--- src/alcc_pkg.sv ---
// Package: register map, field layout, timing and types of the light comparator block
package alcc_pkg;

    localparam logic [7:0]  ALCC_OFS_CFG_A    = 8'h1B;
    localparam logic [7:0]  ALCC_OFS_CFG_B    = 8'h1C;
    localparam logic [7:0]  ALCC_CFG_RESET    = 8'h00;
    localparam logic [7:0]  ALCC_RDATA_UNMAP  = 8'h00;

    // Bit positions inside each configuration byte
    localparam int          ALCC_POS_FILTER_TIME_SEL_A_LO  = 5;
    localparam int          ALCC_POS_FORCE    = 4;
    localparam int          ALCC_POS_DARK_OUT = 3;
    localparam int          ALCC_POS_OFF_OUT  = 2;
    localparam int          ALCC_POS_DARK_EN  = 1;
    localparam int          ALCC_POS_OFF_EN   = 0;

    localparam int          ALCC_NUM_CH       = 2;
    localparam int          ALCC_RES_W        = 13;
    localparam int          ALCC_ACC_W        = 20;
    localparam int          ALCC_THR_W        = 8;
    localparam int          ALCC_TICK_W       = 24;

    // Base sample period and its length in clock cycles
    localparam int          ALCC_CLK_HZ       = 125_000_000;
    localparam int          ALCC_PERIOD_MS    = 80;
    localparam int          ALCC_PERIOD_CYC   = ALCC_PERIOD_MS * (ALCC_CLK_HZ / 1000);

    typedef enum logic [1:0] {
        ALCC_LVL_DAYLIGHT = 2'b01,
        ALCC_LVL_OFFICE   = 2'b10,
        ALCC_LVL_DARK     = 2'b11
    } alcc_level_e;

    // Same bit order as the configuration byte
    typedef struct packed {
        logic [2:0] filter_time_sel_a;
        logic       force_req;
        logic       dark_out;
        logic       office_out;
        logic       dark_en;
        logic       office_en;
    } alcc_cfg_s;

    typedef struct packed {
        logic [ALCC_THR_W-1:0] office_threshold;
        logic [ALCC_THR_W-1:0] office_hysteresis;
        logic [ALCC_THR_W-1:0] dark_threshold;
        logic [ALCC_THR_W-1:0] dark_hysteresis;
    } alcc_thr_s;

    localparam alcc_thr_s   ALCC_THR_RESET    = '0;

endpackage : alcc_pkg

--- src/alcc_channel.sv ---
// One sensor channel: filter, forced conversion and dark/office comparators
`timescale 1ns/1ns
module alcc_channel
    import alcc_pkg::*;
(
    input  wire logic                  sys_clk,
    input  wire logic                  rst_n,
    input  wire logic                  tick,
    input  wire logic                  cfg_wr,
    input  wire alcc_pkg::alcc_cfg_s   cfg_wdata,
    input  wire alcc_pkg::alcc_thr_s   thr,
    input  wire logic [12:0]           light_sensor_input,
    input  wire logic                  sensor_enable,
    input  wire logic                  sinks_active,
    input  wire logic                  backlight_enable,
    output alcc_pkg::alcc_cfg_s        cfg,
    output logic [12:0]                conv_result,
    output alcc_pkg::alcc_level_e      level
);
    import alcc_pkg::*;

    typedef struct packed {
        alcc_cfg_s              cfg;
        logic [7:0]             samples;
        logic [ALCC_ACC_W-1:0]  accum;
        logic [ALCC_RES_W-1:0]  result;
        logic                   dark_trip;
        logic                   office_trip;
        alcc_level_e            level;
    } alcc_ch_state_s;

    alcc_ch_state_s s;
    alcc_ch_state_s next_s;

    logic [ALCC_ACC_W-1:0] acc_sum;
    logic [7:0]            window;
    logic                  conv_done;
    logic [ALCC_RES_W-1:0] conv_val;
    logic [ALCC_RES_W-1:0] dark_lo;
    logic [ALCC_RES_W-1:0] dark_hi;
    logic [ALCC_RES_W-1:0] off_lo;
    logic [ALCC_RES_W-1:0] off_hi;

    always_comb begin
        next_s    = s;
        acc_sum   = s.accum + ALCC_ACC_W'(light_sensor_input);
        window    = 8'h01 << s.cfg.filter_time_sel_a;
        conv_done = 1'b0;
        conv_val  = s.result;
        dark_lo   = ALCC_RES_W'(thr.dark_threshold);
        dark_hi   = ALCC_RES_W'(thr.dark_threshold) + ALCC_RES_W'(thr.dark_hysteresis);
        off_lo    = ALCC_RES_W'(thr.office_threshold);
        off_hi    = ALCC_RES_W'(thr.office_threshold) + ALCC_RES_W'(thr.office_hysteresis);

        // Filter window: one sample per 80 ms, averaged over 2^filter_time_sel_a samples
        if (sensor_enable && tick) begin
            if (s.samples + 8'h01 >= window) begin
                conv_done      = 1'b1;
                conv_val       = ALCC_RES_W'(acc_sum >> s.cfg.filter_time_sel_a);
                next_s.samples = 8'h00;
                next_s.accum   = '0;
            end else begin
                next_s.samples = s.samples + 8'h01;
                next_s.accum   = acc_sum;
            end
        end

        // Forced read: single-sample conversion, request then retires
        if (s.cfg.force_req) begin
            if (backlight_enable) begin
                next_s.cfg.force_req = 1'b0;
            end else if (sinks_active) begin
                conv_done            = 1'b1;
                conv_val             = light_sensor_input;
                next_s.cfg.force_req = 1'b0;
            end
        end

        if (conv_done) begin
            next_s.result = conv_val;
            if (conv_val < dark_lo) begin
                next_s.dark_trip = 1'b1;
            end else if (conv_val > dark_hi) begin
                next_s.dark_trip = 1'b0;
            end
            if (conv_val < off_lo) begin
                next_s.office_trip = 1'b1;
            end else if (conv_val > off_hi) begin
                next_s.office_trip = 1'b0;
            end
        end

        // Software write; a set of the request wins over the hardware clear
        if (cfg_wr) begin
            next_s.cfg.filter_time_sel_a      = cfg_wdata.filter_time_sel_a;
            next_s.cfg.dark_en   = cfg_wdata.dark_en;
            next_s.cfg.office_en = cfg_wdata.office_en;
            if (cfg_wdata.force_req) begin
                next_s.cfg.force_req = 1'b1;
            end
            // Restart the window so a shorter filter cannot skip its end
            next_s.samples = 8'h00;
            next_s.accum   = '0;
        end

        // Disabled comparator is held untripped
        if (!next_s.cfg.dark_en) begin
            next_s.dark_trip = 1'b0;
        end
        if (!next_s.cfg.office_en) begin
            next_s.office_trip = 1'b0;
        end
        next_s.cfg.dark_out   = next_s.dark_trip;
        next_s.cfg.office_out = next_s.office_trip;

        if (next_s.dark_trip) begin
            next_s.level = ALCC_LVL_DARK;
        end else if (next_s.office_trip) begin
            next_s.level = ALCC_LVL_OFFICE;
        end else begin
            next_s.level = ALCC_LVL_DAYLIGHT;
        end
    end

    always_ff @(posedge sys_clk or negedge rst_n) begin
        if (!rst_n) begin
            s       <= '0;
            s.cfg   <= ALCC_CFG_RESET;
            s.level <= ALCC_LVL_DAYLIGHT;
        end else begin
            s <= next_s;
        end
    end

    assign cfg         = s.cfg;
    assign conv_result = s.result;
    assign level       = s.level;

endmodule : alcc_channel

--- src/alcc_top.sv ---
// Top: register port, shared 80 ms timebase and the two sensor channels
// Operation
// - Channel A filter field selects 80..10240 ms
// - Channel A forced read converts when allowed
// - Forced-read bit self-clears after valid results
// - Channel A forced read ignored with backlight on
// - Channel A dark/office results in bits 3/2
// - Channel A bits 1/0 enable dark/office comparators
// - Dark result has priority for backlight level
// - Channel B filter field selects 80..10240 ms
// - Channel B forced read converts, then self-clears
// - Channel B forced read ignored with backlight on
// - Channel B dark/office results in bits 3/2
// - Channel B bits 1/0 enable dark/office comparators
// - Below office threshold selects office level
// - Below dark threshold selects dark level
// - Above office threshold plus hysteresis selects daylight
// - Enabled sensor result refreshes once per filter window, every 80 ms times 2^filter_time_sel_a
`timescale 1ns/1ns
module alcc_top
    import alcc_pkg::*;
#(
    parameter int TICK_CYCLES = ALCC_PERIOD_CYC
)(
    input  wire logic                  sys_clk,
    input  wire logic                  rst_n,
    input  wire logic                  reg_wr,
    input  wire logic                  reg_rd,
    input  wire logic [7:0]            reg_addr,
    input  wire logic [7:0]            reg_wdata,
    output logic [7:0]                 reg_rdata,
    input  wire alcc_pkg::alcc_thr_s   thr,
    input  wire logic [12:0]           light_sensor_input_a,
    input  wire logic [12:0]           light_sensor_input_b,
    input  wire logic                  sensor_enable_a,
    input  wire logic                  sensor_enable_b,
    input  wire logic                  sinks_active,
    input  wire logic                  backlight_enable,
    output logic [12:0]                conv_result_a,
    output logic [12:0]                conv_result_b,
    output alcc_pkg::alcc_level_e      level_a,
    output alcc_pkg::alcc_level_e      level_b
);
    import alcc_pkg::*;

    typedef struct packed {
        logic [ALCC_TICK_W-1:0] tick_cnt;
        logic                   tick;
        logic [7:0]             rdata;
    } alcc_top_state_s;

    alcc_top_state_s s;
    alcc_top_state_s next_s;

    alcc_cfg_s   cfg     [ALCC_NUM_CH];
    logic [12:0] results [ALCC_NUM_CH];
    alcc_level_e levels  [ALCC_NUM_CH];
    logic [12:0] inputs  [ALCC_NUM_CH];
    logic        sen_en  [ALCC_NUM_CH];
    logic        wr_sel  [ALCC_NUM_CH];

    assign inputs[0] = light_sensor_input_a;
    assign inputs[1] = light_sensor_input_b;
    assign sen_en[0] = sensor_enable_a;
    assign sen_en[1] = sensor_enable_b;
    assign wr_sel[0] = reg_wr && (reg_addr == ALCC_OFS_CFG_A);
    assign wr_sel[1] = reg_wr && (reg_addr == ALCC_OFS_CFG_B);

    always_comb begin
        next_s      = s;
        next_s.tick = 1'b0;
        // Shared timebase keeps both channels sampling in step
        if (s.tick_cnt == ALCC_TICK_W'(TICK_CYCLES - 1)) begin
            next_s.tick_cnt = '0;
            next_s.tick     = 1'b1;
        end else begin
            next_s.tick_cnt = s.tick_cnt + ALCC_TICK_W'(1);
        end
        if (reg_rd) begin
            unique case (reg_addr)
                ALCC_OFS_CFG_A: next_s.rdata = cfg[0];
                ALCC_OFS_CFG_B: next_s.rdata = cfg[1];
                default:        next_s.rdata = ALCC_RDATA_UNMAP;
            endcase
        end
    end

    always_ff @(posedge sys_clk or negedge rst_n) begin
        if (!rst_n) begin
            s <= '0;
        end else begin
            s <= next_s;
        end
    end

    for (genvar ch = 0; ch < ALCC_NUM_CH; ch++) begin : g_ch
        alcc_channel u_channel (
            .sys_clk            (sys_clk),
            .rst_n              (rst_n),
            .tick               (s.tick),
            .cfg_wr             (wr_sel[ch]),
            .cfg_wdata          (alcc_cfg_s'(reg_wdata)),
            .thr                (thr),
            .light_sensor_input (inputs[ch]),
            .sensor_enable      (sen_en[ch]),
            .sinks_active       (sinks_active),
            .backlight_enable   (backlight_enable),
            .cfg                (cfg[ch]),
            .conv_result        (results[ch]),
            .level              (levels[ch])
        );
    end

    assign reg_rdata     = s.rdata;
    assign conv_result_a = results[0];
    assign conv_result_b = results[1];
    assign level_a       = levels[0];
    assign level_b       = levels[1];

endmodule : alcc_top

--- config.mk ---
export PLATFORM = sky130hd
export DESIGN_NAME = alcc_top
export DESIGN_NICKNAME = d
export VERILOG_FILES = /design/src/alcc_pkg.sv /design/src/alcc_channel.sv /design/src/alcc_top.sv
export SDC_FILE = /design/constraint.sdc
export NUM_CORES = 1
export LEC_CHECK = 0
export BUFFER_PORTS_ARGS = -buffer_cell sky130_fd_sc_hd__buf_2
export CORE_MARGIN = 5
export CORE_UTILIZATION = 60
export DETAILED_ROUTE_END_ITERATION = 6
export PLACE_DENSITY = 0.91
export SLEW_MARGIN = 10
export SYNTH_ARGS = -nofsm -noshare
export SYNTH_HDL_FRONTEND = slang
export SYNTH_SLANG_ARGS = --single-unit
export TNS_END_PERCENT = 20
--- constraint.sdc ---
create_clock -name sys_clk -period 8 [get_ports sys_clk]
set_input_delay 2.4 -clock sys_clk [delete_from_list [all_inputs] [get_ports sys_clk]]
set_output_delay 2.4 -clock sys_clk [all_outputs]
set_load 0.02 [all_outputs]
==> results.json <==
{
  "status": "finished, final reports clean",
  "synth_mux_area_share_pct": 3.634,
  "clk_latency_ns": 0.44,
  "maxCapViolations": 0,
  "row_count": 51,
  "yosysSeqAreaShare_pct": 28.97,
  "setup_ws_ns": 0.6732,
  "grt_max_degree": 83,
  "cts_buffer_depth": 2,
  "vdd_drop_max_v": 0.0001278,
  "io_pins": 120,
  "clk_pin_slew_ns": 0.06,
  "period_share_pct": 91.58,
  "fin_nets": 1634,
  "slew_headroom_pct": 23.77,
  "cpPeakStageDelay_ns": 0.48,
  "yosysTopAreaCellShare_pct": 28.52,
  "antenna_found_initial": 0,
  "synth_cell_type_count": 88,
  "die_area_sq_um": 22340,
  "track_usage_pct": 28.94,
  "cts_tree": "yes",
  "synth_top_family_by_area": "compound AO/OA/AOI/OAI gates",
  "cp_slowest_cell": "mux4_2",
  "leakage_nw": 6.323,
  "crit_path_end_kind": "flip-flop",
  "synthSimpleGateAreaFrac_pct": 17.16,
  "path_delay_family": "compound AO/OA/AOI/OAI gates",
  "first_iter_violations": 1233,
  "finalSetupViolCount": 0,
  "cts-root-buf": "clkbuf_16",
  "critPathArrivalTime_ns": 7.70,
  "async_flop_share_pct": 100.0,
  "cts_max_level": 4,
  "p_per_area_nw_per_um2": 138.6,
  "gp_congestion": 0.9425,
  "holdBufCountCts": 0,
  "layout.cells.non_filler": 1701,
  "syn-cell-area_sq_um": 11670,
  "worst_pin_slew_ns": 1.142,
  "hold_violations": 0,
  "avgSynthCellArea_sq_um": 8.582,
  "report.final.slew_viol_count": 0,
  "synth_compound_area_share_pct": 24.53,
  "synth_seq_cells": 135,
  "wl_microns": 32210,
  "path_buf_inv": 2,
  "cts_sinks": 135,
  "final.min_clock_period_ns": 7.327,
  "antenna_left": 0,
  "wire_per_inst_microns": 18.94,
  "viasPerCell": 6.498,
  "cp_common_cell": "o21ai_0",
  "synth-edff-count": 0,
  "yosysWarningCount": 0,
  "fin_setup_tns_ns": 0,
  "syn_to_final_growth_pct": 9.734,
  "dp_hpwl_microns": 24170,
  "ys.flop_type": "dfrtp_1",
  "drive_above_1_share_pct": 14.48,
  "coreArea_sq_um": 19330,
  "yosys-top-cells-area": "dfrtp_1, ha_1, nand2_1",
  "drtPass1Iterations": 6,
  "pre_cts_ws_ns": 0.3763,
  "synth_nets": 1571,
  "synth_top_area_cell": "dfrtp_1",
  "required_ns": 8.37,
  "diodes": 0,
  "remaining_drc_errors": 0,
  "grt-ovfl-total": 0,
  "post_cts_buffers": 0,
  "cts_resized": 0,
  "crit_type": "in -> reg",
  "dr_total_vias": 11050,
  "synthCells": 1360,
  "grt_pass1_vias": 10560,
  "start_kind": "primary input",
  "die_w_microns": 149.5,
  "rsz0062_at_grt": "no",
  "die_y_microns": 149.5,
  "synthXorXnorAreaFrac_pct": 5.757,
  "port_buffers": 117,
  "clock-skew-final_ns": 0.01279,
  "cts_buffers": 17,
  "grt_pass1_wl_microns": 52750,
  "hold_slack_ns": 0.4672,
  "initial_core_util_pct": 60.36,
  "max_freq_mhz": 136.5,
  "path_max_fanout": 4,
  "synth_adder_area_share_pct": 14.09,
  "hold_class": "reg -> reg",
  "placed_cells": 1669
}
[final timing paths]
kind,from,to,slack [ns],cells past startpoint
setup / recovery,light_sensor_input_b[0],g_ch[1].u_channel.level[1],0.67,26
hold / removal,s[9],s[9],0.47,1
setup reg to reg,g_ch[0].u_channel.cfg[6],g_ch[0].u_channel.level[0],1.51,21
hold reg to reg,s[9],s[9],0.47,1
max in group asynchronous,rst_n,g_ch[1].u_channel.s[34],4.80,2
min in group asynchronous,rst_n,g_ch[0].u_channel.s[17],1.98,1
[through the flow]
stage | utilization (%) | power (mW) | cell area [sq um]
2_1_floorplan | - | 0.9080 | 11670
3_3_place_gp | 63.29 | 0.9914 | 12240
3_5_place_dp | 63.29 | 1.002 | 12240
4_1_cts | 66.24 | 1.767 | 12810
5_1_grt | 66.24 | 1.836 | 12810
6_report | 66.24 | 1.775 | 12810
[synth_stat cells (16+ instances only)]
cell type	number
nor3_1	18
a22o_1	24
clkbuf_1	37
ha_1	125
nor2b_1	16
nand2b_1	20
a21o_1	28
nand3_1	33
and3_1	28
buf_4	39
mux2i_1	21
a21oi_1	101
xor2_1	30
nor2_1	109
o21ai_0	102
nand2_1	140
dfrtp_1	133
xnor2_1	43
inv_1	50
[flip-flops by register name, indices dropped and copies added (netlist names)]
signal / flops
g_ch.u_channel.s: 56
g_ch.u_channel.conv_result: 26
reg_rdata: 8
g_ch.u_channel.cfg: 16
s: 25
g_ch.u_channel.level: 4
[cell type report]
cell class	instances	area [sq um]
multi-input cells	1084	7610
clock inverters	10	96.34
repair buffers	135	726.9
inverters	50	187.7
clock buffers	22	474.2
fillers	1519	6528
flip-flops and latches	135	3381
well taps	265	331.6
[kinds of logic after synthesis]
| logic type | after synthesis |
|---|---|
| multiplexers | 34 |
| AO/OA/AOI/OAI | 425 |
| AND/OR/NAND/NOR | 421 |
| flip-flops | 135 |
| XOR/XNOR | 75 |
| adder cells (fa/ha/maj) | 129 |
| buffers and inverters | 141 |
[report_power, final]
part,internal [mW],switching [mW]
combinational,0.115,0.180
clock,0.453,0.321
sequential,0.690,0.0139
[metal layers]
metal  up-vias  part of all wire, %  track usage, %
met2       583                   45           45.75
li1       5079                    -               -
met5         -                    0               0
met3       104                  8.3           3.967
met4         0                  3.9           12.27
met1      5287                   42           40.09
[cell usage in the layout, fill, tap and decap left out, types with 13 or more instances in the layout]
master,count
a211oi_1,13
a21o_1,28
a21oi_1,100
a22o_1,24
and3_1,28
buf_2,116
buf_4,18
clkbuf_16,17
dfrtp_1,133
ha_1,125
inv_1,50
mux2i_1,21
nand2_1,140
nand2b_1,20
nand3_1,33
nand4_1,14
nor2_1,109
nor2b_1,16
nor3_1,18
o21a_1,15
o21ai_0,102
xnor2_1,43
xor2_1,30
Power figures use the tool's default switching activity.
